<file path="src/rtl/hbp_pkg.sv">
package hbp_pkg;
  localparam int DATA_WIDTH = 8;
  localparam int INDEX_WIDTH = 3;
  localparam logic MODE_STROBE = 1'h1;
  localparam logic MODE_LINE = 1'h0;
  localparam logic MODE_RESET = 1'h1;
  localparam logic CHAN_A = 1'h0;
  localparam logic CHAN_B = 1'h1;
  localparam logic [7:0] DATA_RESET = 8'h00;
  localparam logic [2:0] INDEX_RESET = 3'h0;
  localparam int EDGE_COUNT = 3;
  typedef enum logic [2:0] {
    ST_IDLE = 3'h1,
    ST_READ = 3'h2,
    ST_WRITE = 3'h4
  } hbp_state_type;
endpackage

</file>
<file path="src/rtl/hbp_edge.sv">
`timescale 1ns/1ps
// Edge finder for active-low strobes
module hbp_edge (
  input wire logic sys_clk,
  input wire logic rst,
  input wire logic sig,
  output logic fall,
  output logic rise
);
  logic prev;

  // Previous level, idle high
  always_ff @(posedge sys_clk or posedge rst) begin
    if (rst) begin
      prev <= 1'h1;
    end else begin
      prev <= sig;
    end
  end

  // Edges against the held level
  assign fall = prev & ~sig;
  assign rise = ~prev & sig;
endmodule

</file>
<file path="src/rtl/hbp_host_port.sv">
`timescale 1ns/1ps
module hbp_host_port (
  input wire logic sys_clk,
  input wire logic rst,
  input wire logic bus_style_strap,
  input wire logic read_strobe_n,
  input wire logic write_strobe_n,
  input wire logic first_select_n,
  input wire logic second_select_n,
  input wire logic [2:0] register_index,
  input wire logic [7:0] data_in,
  output logic [7:0] data_out,
  output logic data_oe,
  output logic chan_a_irq_out,
  output logic chan_a_irq_oe,
  output logic chan_a_aux_out_n,
  output logic reg_rd,
  output logic reg_wr,
  output logic reg_channel,
  output logic [2:0] reg_index,
  output logic [7:0] reg_wdata,
  input wire logic [7:0] reg_rdata,
  input wire logic irq_pending_a,
  input wire logic irq_pending_b,
  input wire logic modem_control_reg_bit3_a,
  output logic bus_mode
);
  ////////////////////////////////////////////////////////////////////////////
  logic strap_done;
  logic rd_load;
  logic [2:0] edge_in;
  logic [2:0] edge_fall;
  logic [2:0] edge_rise;
  logic sel_a;
  logic sel_b;
  logic start_read;
  logic start_write;
  logic end_read;
  logic end_write;
  hbp_pkg::hbp_state_type state;

  // Edge finders for read strobe, write strobe, first select
  assign edge_in = {first_select_n, write_strobe_n, read_strobe_n};
  genvar gi;
  generate
    for (gi = 0; gi < hbp_pkg::EDGE_COUNT; gi++) begin : g_edge
      hbp_edge u_edge (
        .sys_clk(sys_clk),
        .rst(rst),
        .sig(edge_in[gi]),
        .fall(edge_fall[gi]),
        .rise(edge_rise[gi])
      );
    end
  endgenerate

  ////////////////////////////////////////////////////////////////////////////
  // Strap caught once, the first clock after reset release
  always_ff @(posedge sys_clk or posedge rst) begin
    if (rst) begin
      strap_done <= 1'h0;
      bus_mode <= hbp_pkg::MODE_RESET;
    end else if (!strap_done) begin
      strap_done <= 1'h1;
      bus_mode <= bus_style_strap;
    end
  end

  assign sel_a = ~first_select_n & second_select_n;
  assign sel_b = first_select_n & ~second_select_n;

  // Transaction starts and ends for each style
  always_comb begin
    if (bus_mode == hbp_pkg::MODE_STROBE) begin
      // read begins on read strobe fall
      start_read = edge_fall[0] & (sel_a | sel_b);
      // write begins on write strobe fall
      start_write = edge_fall[1] & (sel_a | sel_b);
      // read ends when host takes the byte
      end_read = edge_rise[0];
      end_write = edge_rise[1];
    end else begin
      // direction level sampled at select fall
      start_read = edge_fall[2] & write_strobe_n;
      start_write = edge_fall[2] & ~write_strobe_n;
      end_read = edge_rise[2];
      end_write = edge_rise[2];
    end
  end

  ////////////////////////////////////////////////////////////////////////////
  // Transaction sequencer
  always_ff @(posedge sys_clk or posedge rst) begin
    if (rst) begin
      state <= hbp_pkg::ST_IDLE;
    end else begin
      unique case (state)
        hbp_pkg::ST_IDLE: begin
          if (strap_done && start_read) begin
            state <= hbp_pkg::ST_READ;
          end else if (strap_done && start_write) begin
            state <= hbp_pkg::ST_WRITE;
          end
        end
        hbp_pkg::ST_READ: begin
          if (end_read) begin
            state <= hbp_pkg::ST_IDLE;
          end
        end
        hbp_pkg::ST_WRITE: begin
          if (end_write) begin
            state <= hbp_pkg::ST_IDLE;
          end
        end
        default: begin
          state <= hbp_pkg::ST_IDLE;
        end
      endcase
    end
  end

  // Address held from the start of each transaction
  always_ff @(posedge sys_clk or posedge rst) begin
    if (rst) begin
      reg_channel <= hbp_pkg::CHAN_A;
      reg_index <= hbp_pkg::INDEX_RESET;
    end else if (state == hbp_pkg::ST_IDLE && strap_done &&
                 (start_read || start_write)) begin
      reg_index <= register_index;
      if (bus_mode == hbp_pkg::MODE_STROBE) begin
        reg_channel <= sel_b ? hbp_pkg::CHAN_B : hbp_pkg::CHAN_A;
      end else begin
        reg_channel <= second_select_n;
      end
    end
  end

  // Register strobes toward the channels
  always_ff @(posedge sys_clk or posedge rst) begin
    if (rst) begin
      reg_rd <= 1'h0;
      reg_wr <= 1'h0;
      reg_wdata <= hbp_pkg::DATA_RESET;
      rd_load <= 1'h0;
    end else begin
      reg_rd <= state == hbp_pkg::ST_IDLE && strap_done && start_read;
      rd_load <= reg_rd;
      reg_wr <= state == hbp_pkg::ST_WRITE && end_write;
      // byte latched on the closing edge
      if (state == hbp_pkg::ST_WRITE && end_write) begin
        reg_wdata <= data_in;
      end
    end
  end

  // Data bus drive, only while a read stands
  always_ff @(posedge sys_clk or posedge rst) begin
    if (rst) begin
      data_out <= hbp_pkg::DATA_RESET;
      data_oe <= 1'h0;
    end else begin
      data_oe <= state == hbp_pkg::ST_READ && !end_read;
      if (rd_load) begin
        data_out <= reg_rdata; // Byte from addressed register
      end
    end
  end

  ////////////////////////////////////////////////////////////////////////////
  // Interrupt pin and auxiliary output
  always_ff @(posedge sys_clk or posedge rst) begin
    if (rst) begin
      chan_a_irq_out <= 1'h0;
      chan_a_irq_oe <= 1'h0;
      chan_a_aux_out_n <= 1'h1;
    end else if (bus_mode == hbp_pkg::MODE_STROBE) begin
      chan_a_irq_out <= irq_pending_a;
      chan_a_irq_oe <= modem_control_reg_bit3_a;
      chan_a_aux_out_n <= ~modem_control_reg_bit3_a;
    end else begin
      chan_a_irq_out <= 1'h0;
      chan_a_irq_oe <= irq_pending_a | irq_pending_b;
      chan_a_aux_out_n <= ~modem_control_reg_bit3_a;
    end
  end

  ////////////////////////////////////////////////////////////////////////////
  chk_read_chan_a: assert property (
    @(posedge sys_clk) disable iff (rst)
    strap_done && bus_mode == hbp_pkg::MODE_STROBE &&
    state == hbp_pkg::ST_IDLE &&
    edge_fall[0] && sel_a |=> reg_rd && reg_channel == hbp_pkg::CHAN_A
    ##1 !reg_rd ##1 data_out == $past(reg_rdata))
    else $error("strobe read of channel A not issued");
  chk_read_chan_b: assert property (
    @(posedge sys_clk) disable iff (rst)
    strap_done && bus_mode && state == hbp_pkg::ST_IDLE &&
    edge_fall[0] && sel_b |=> reg_rd && reg_channel == hbp_pkg::CHAN_B)
    else $error("strobe read of channel B not issued");
  chk_write_latch: assert property (
    @(posedge sys_clk) disable iff (rst)
    bus_mode && state == hbp_pkg::ST_WRITE && edge_rise[1]
    |=> reg_wr && reg_wdata == $past(data_in) ##1 !reg_wr)
    else $error("write byte not latched at strobe rise");
  chk_line_dir: assert property (
    @(posedge sys_clk) disable iff (rst)
    strap_done && !bus_mode && state == hbp_pkg::ST_IDLE && edge_fall[2]
    |=> state == ($past(write_strobe_n) ? hbp_pkg::ST_READ :
                  hbp_pkg::ST_WRITE))
    else $error("line mode cycle not started");
  chk_line_chan: assert property (
    @(posedge sys_clk) disable iff (rst)
    strap_done && !bus_mode && state == hbp_pkg::ST_IDLE && edge_fall[2]
    |=> reg_channel == $past(second_select_n))
    else $error("channel choice bit not honoured");
  chk_line_write: assert property (
    @(posedge sys_clk) disable iff (rst)
    !bus_mode && state == hbp_pkg::ST_WRITE && edge_rise[2] |=> reg_wr)
    else $error("line write not taken at select rise");
  chk_irq_drive: assert property (
    @(posedge sys_clk) disable iff (rst)
    bus_mode && modem_control_reg_bit3_a
    |=> chan_a_irq_oe && !chan_a_aux_out_n)
    else $error("interrupt not driven with bit 3 set");
  chk_irq_float: assert property (
    @(posedge sys_clk) disable iff (rst)
    bus_mode && !modem_control_reg_bit3_a
    |=> !chan_a_irq_oe && chan_a_aux_out_n)
    else $error("interrupt not floated with bit 3 clear");
  chk_shared_irq: assert property (
    @(posedge sys_clk) disable iff (rst)
    !bus_mode |=> !chan_a_irq_out &&
    chan_a_irq_oe == ($past(irq_pending_a) | $past(irq_pending_b)))
    else $error("shared interrupt request wrong");
  chk_read_only: assert property (
    @(posedge sys_clk) disable iff (rst)
    data_oe |-> state == hbp_pkg::ST_READ || $past(state) == hbp_pkg::ST_READ)
    else $error("data bus driven outside a read");
endmodule

</file>
<file path="config.mk">
export PLATFORM = sky130hd
export DESIGN_NAME = hbp_host_port
export DESIGN_NICKNAME = d
export VERILOG_FILES = /design/src/rtl/hbp_pkg.sv /design/src/rtl/hbp_edge.sv /design/src/rtl/hbp_host_port.sv
export SDC_FILE = /design/constraint.sdc
export NUM_CORES = 1
export LEC_CHECK = 0
export BUFFER_PORTS_ARGS = -buffer_cell sky130_fd_sc_hd__buf_4
export CAP_MARGIN = 25
export CORE_UTILIZATION = 42
export DETAILED_ROUTE_END_ITERATION = 6
export PLACE_DENSITY = 0.74
export SLEW_MARGIN = 10
export SYNTH_ARGS = -nofsm -noshare
export SYNTH_HDL_FRONTEND = slang
export SYNTH_SLANG_ARGS = --single-unit
</file>
<file path="constraint.sdc">
create_clock -name sys_clk -period 1.6 [get_ports sys_clk]
set_input_delay 0.08 -clock sys_clk [delete_from_list [all_inputs] [get_ports sys_clk]]
set_output_delay 0.08 -clock sys_clk [all_outputs]
set_load 0.02 [all_outputs]
</file>
Word-level counts from Yosys, hierarchy flattened. Cells that the tools add are included.

Word-level logic and storage cells: 68. ROM bits: 0. Register bits: 35. RAM bits: 0. Input port bits: 29. Bits in latches: 0. Memories kept: 0.

$lt $le $gt $ge: 0. Shifts and indexed selects: 0. Add/sub/neg operators: 0. Reduce and logical (&&, ||, !) cells: 10. Bitwise operators: 22. Equal/unequal tests: 6. Divide/modulo/power cells: 0. $mul: 0. Muxes and demuxes: 13.

Operator list (count): $and A1 B1 Y1 (12); $mux W3 (4); $pmux W3 S3 (1); $mux W1 (8); $not A1 Y1 (8); $logic_and A1 B1 Y1 (7); $ne A2 B2 Y1 const B (2); $eq A3 B1 Y1 const B (1); $eq A3 B2 Y1 const B (1); $eq A3 B3 Y1 const B (1); $ne A3 B3 Y1 const B (1); $reduce_and A3 Y1 (1); $or A1 B1 Y1 (2); $logic_not A1 Y1 (1); $logic_or A1 B1 Y1 (1).

Depth between registers and ports, before layout.
Depth in word-level cells: 9. Depth in mapped cells: 6. Depth with buffers taken out: 6.

By module. Synthesis repeated with hierarchy kept, for this count alone.

Cells, all modules: 108. Area, all modules: 1456.4 µm².

By module, submodules not included: hbp_host_port (cells each 96, instances 1, area each 1321.3 µm², sequential area each 804.5 µm²); hbp_edge (cells each 4, instances 3, area each 45.0 µm², sequential area each 26.3 µm²).

Least setup slack after synthesis. OpenSTA, ideal clock, no wires.

Kind: reg-to-reg. Start: register bus_mode. End: register reg_wdata[0]. Cell stages (with the launch flop): 6. Path slack: -0.077 ns. Data arrival time: 1.552 ns. Required time: 1.475 ns. Cell sequence: dfstp_2 -> buf_4 -> a31oi_1 -> nor3b_1 -> buf_4 -> mux2_2.

Word-level cells in the longest chain between the ends: 2.

RTL lines: start, declared (line hbp_host_port.sv:26) `output logic bus_mode`; start signal, assigned (line hbp_host_port.sv:62) `bus_mode <= hbp_pkg::MODE_RESET;`; start signal, assigned (line hbp_host_port.sv:65) `bus_mode <= bus_style_strap;`; $mux W1 (line hbp_host_port.sv:74) `if (bus_mode == hbp_pkg::MODE_STROBE) begin`; $logic_and A1 B1 Y1 (line hbp_host_port.sv:150) `if (state == hbp_pkg::ST_WRITE && end_write) begin`; end signal, assigned (line hbp_host_port.sv:143) `reg_wdata <= hbp_pkg::DATA_RESET;`; end signal, assigned (line hbp_host_port.sv:151) `reg_wdata <= data_in;`; end, declared (line hbp_host_port.sv:21) `output logic [7:0] reg_wdata,`.

No other way between the ends. A chain may end at the register's enable or synchronous reset.

Worst setup path after layout.
Start: register bus_mode. End: register reg_wdata[2].

The elaborated chain is that of the path after synthesis.

==> results.toml <==
[outcome]
outcome = "complete, but fails checks"
violations_in_the_final_reports = "setup timing"

[critical_path]
critPathLaunch = "bus_mode"
timing.critical_path.slowest_stage_cell = "sky130_fd_sc_hd__dfstp_2"
worst_setup_path_end_kind = "flop"
cp.depth = 4
worstPathBufferInverterCount = 1
worst-r2r-setup-slack_ns = -0.04
critical_path.max_stage_delay_ns = 0.65
cp_top_family = "flip-flops"
worst-r2r-cell-count = 4
critical_path_arrival_ns = 1.87
cp_max_fo = 8
worstReg2RegStart = "bus_mode"
setup.worst_path.class = "reg -> reg"
cp_data_required_time_ns = 1.83
critical_path.cell_chain = "a31oi_4, nor3b_2, buf_4, mux2_4"
setup.worst_path.end = "reg_wdata[2]"
timing.rr.end = "reg_wdata[2]"
cp-start-kind = "flop"

[global_route]
grt_use_met1_pct = 23.3
grt_first_pass_wirelength_mm = 5.17
grt_max_degree = 36
groute.layer.met3.usage_pct = 4.80
grt-busiest-layer = "met2"
grt.total_usage_pct = 20.4
antenna_found_initial = 0
grt_pass1_vias = 1154
global_route.overflow_total = 0
groute.layer.met2.usage_pct = 37.4

[routing]
drt-vias-per-instance = 4.74
ant_nets = 0
wl_mm = 3.54
drc = 0
route.detailed.wl_per_inst_um = 15.0
detail_route.first_pass.iterations = 4
drtIter0Drc = 24
vias = 1118

[floorplanning]
die-area_mm2 = 0.00352
initial_core_util_pct = 44.9
fp.coreArea_mm2 = 0.00308
placement_rows = 20
die-width_um = 59.4
die_height_um = 59.4
floorplan.io_pins = 56

[sta]
finalClockSkew_ns = 0.0147
layout_setup_ws_ns = -0.0435
finalCriticalPeriod_ns = 1.64
max_clock_freq_ghz = 0.608
unrepaired_setup_endpoints_after_global_routing = "yes"
report.final.setup_viol = 8
timing.final.crit_share_pct = 103
finalHoldViolations = 0
hold-worst-slack_ns = 0.0120
timing.final.max_slew_violations = 0

[logic_synthesis]
post-synth-top-area-cell = "sky130_fd_sc_hd__dfrtp_1"
number_of_enable_flip_flop_cells_after_synthesis = 0
synth_nets = 128
yosys_warnings = 0
synth_top_cell_area_share_pct = 52.5
yosys.cell_types.count = 29
yosys_most_used_dff = "sky130_fd_sc_hd__dfrtp_1"
postSynth.asyncResetShare_pct = 100
synth_area_per_cell_um2 = 14.1
syn_area_mm2 = 0.00138
synth.top_cells.by_area = "sky130_fd_sc_hd__dfrtp_1 53%, sky130_fd_sc_hd__mux2_2 17%, sky130_fd_sc_hd__dfstp_2 11%"
synth_seq_cells = 35
ys_seq_area_share_pct = 63.9
post_synth_inst_count = 98

[placement]
finalWeightedCongestion = 0.812
place.detailed.hpwl_mm = 2.16
dpl.cell_count = 198
placement.io_buffers = 55

[clocking]
root_buffer = "sky130_fd_sc_hd__clkbuf_4"
worstSkewPairLatency_ns = 0.33
cts_inserted_buffers = 5
clk_path_buf_depth = 2
tritoncts = "yes"
cts.sinks = 35
cts.clk_slew.worst_paths_ns = 0.11
h-tree-depth = 2

[power]
max-vdd-ir-drop_v = 0.000919
static_power_due_to_leakage_uw = 0.00112
cellPowerDensity_mw_per_mm2 = 1080

[finish]
layout.filler_cells = 215
flow.area_growth_from_synthesis_pct = 66.0
commonest_cells_after_routing_fill_and_taps_aside = "62 x sky130_fd_sc_hd__buf_4, 29 x sky130_fd_sc_hd__dfrtp_1, 26 x sky130_fd_sc_hd__dlygate4sd3_1"
nNetsFinal = 221
mostFrequentLayoutCell = "sky130_fd_sc_hd__buf_4"
diodes = 0
final_layout_size_suffix_gt1_share_pct = 53.6
layout.cells.non_filler = 236

[hold_path]
timing.hold.worst.class = "in -> reg"

[flow_run]
max-cap-violations = 0
==> per-stage QoR <==
step	setup slack, ns	power [µW]	setup TNS, ns	util (%)	instance area (µm²)
global placement	0.0303	1780	0	61.1	1880
finish	-0.0435	2470	-0.252	74.5	2290
global route	-0.101	2590	-0.735	74.5	2290
floorplan	-0.0211	1480	-0.169	-	1410
CTS	-0.0250	2470	-0.139	72.3	2230
detailed placement	-0.0518	1800	-0.335	61.1	1880
==> state kept, by name (all words and copies together), names as in the netlist <==
signal / cells
g_edge.u_edge.prev: 3
reg_index: 3
reg_channel: 1
rd_load: 1
reg_rd: 1
data_oe: 1
data_out: 8
state: 3
chan_a_irq_oe: 1
strap_done: 1
chan_a_aux_out_n: 1
chan_a_irq_out: 1
bus_mode: 1
reg_wdata: 8
reg_wr: 1
==> layout make-up <==
type | instances | area (µm²) | share of cell area, %
clock buffer | 7 | 45.0 | 1.96
multi-input combinational | 54 | 520 | 22.7
sequential | 35 | 883 | 38.5
inverter | 6 | 22.5 | 0.982
clock inverter | 1 | 30.0 | 1.31
tap | 44 | 55.1 | 2.40
timing repair buffer | 89 | 737 | 32.1
==> worst min path at each step <==
stage / startpoint / to / slack [ns] / cells after the start
final: irq_pending_b / chan_a_irq_oe / 0.01 / 3
after global routing: irq_pending_b / chan_a_irq_oe / 0.01 / 3
after CTS: irq_pending_b / chan_a_irq_oe / 0.005 / 3
after detailed placement: rst / reg_wdata[5] / 0.21 / 3
after global placement: rst / reg_wdata[5] / 0.20 / 3
after floorplan: read_strobe_n / g_edge[0].u_edge.prev / 0.08 / 0
==> kinds of logic (layout without fill, tap and decap cells) <==
group                      after synthesis  count (layout)  synth area share (%)
other                                    1               1                 0.271
buffers and inverters                    9             103                  2.99
muxes                                   21              21                  17.1
AOI/OAI and AO/OA                       13              13                  6.61
adders and majority gates                1               1                 0.906
DFF                                     35              35                  63.9
and+or+nand+nor                         18              18                  8.15
==> what timing repair did <==
item | CTS | global route
pin swaps | 0 | 4
gates cloned | 0 | 1
endpoints found under the hold margin | 55 | 0
buffers inserted | 0 | 3
endpoints found under the setup margin | 8 | 12
hold buffers | 26 | 0
resized for setup | 2 | 11
==> metal layers <==
metal | wire, µm | vias up
met2 | 1890 | 38
met5 | 0 | -
met3 | 192 | 5
li1 | - | 523
met4 | 34 | 0
met1 | 1420 | 552
==> cell usage after synthesis, drive strengths merged, types with 2 or more instances <==
master and count:
nand2b 3, inv 6, a21oi 3, nand2 3, nor2 3, mux2 21
dfrtp 29, o21ai 2, nor3b 3, buf 2, dfstp 6
==> worst register-to-register path: cells and delay by family (launching register included) <==
kind / cells / cell delay (ns)
AND/OR/NAND/NOR: 1 / 0.27
multiplexers: 1 / 0.30
AO/OA/AOI/OAI: 1 / 0.13
flip-flops: 1 / 0.65
buffers and inverters: 1 / 0.21
==> power breakdown <==
group	switching, µW	internal (µW)	total (µW)	leakage, µW
sequential	88.6	1040	1130	0.000437
combinational	343	393	736	0.000642
clock	279	332	610	0.0000395
total	711	1760	2470	0.00112
Note: power is estimated with default switching activity, not from simulation.
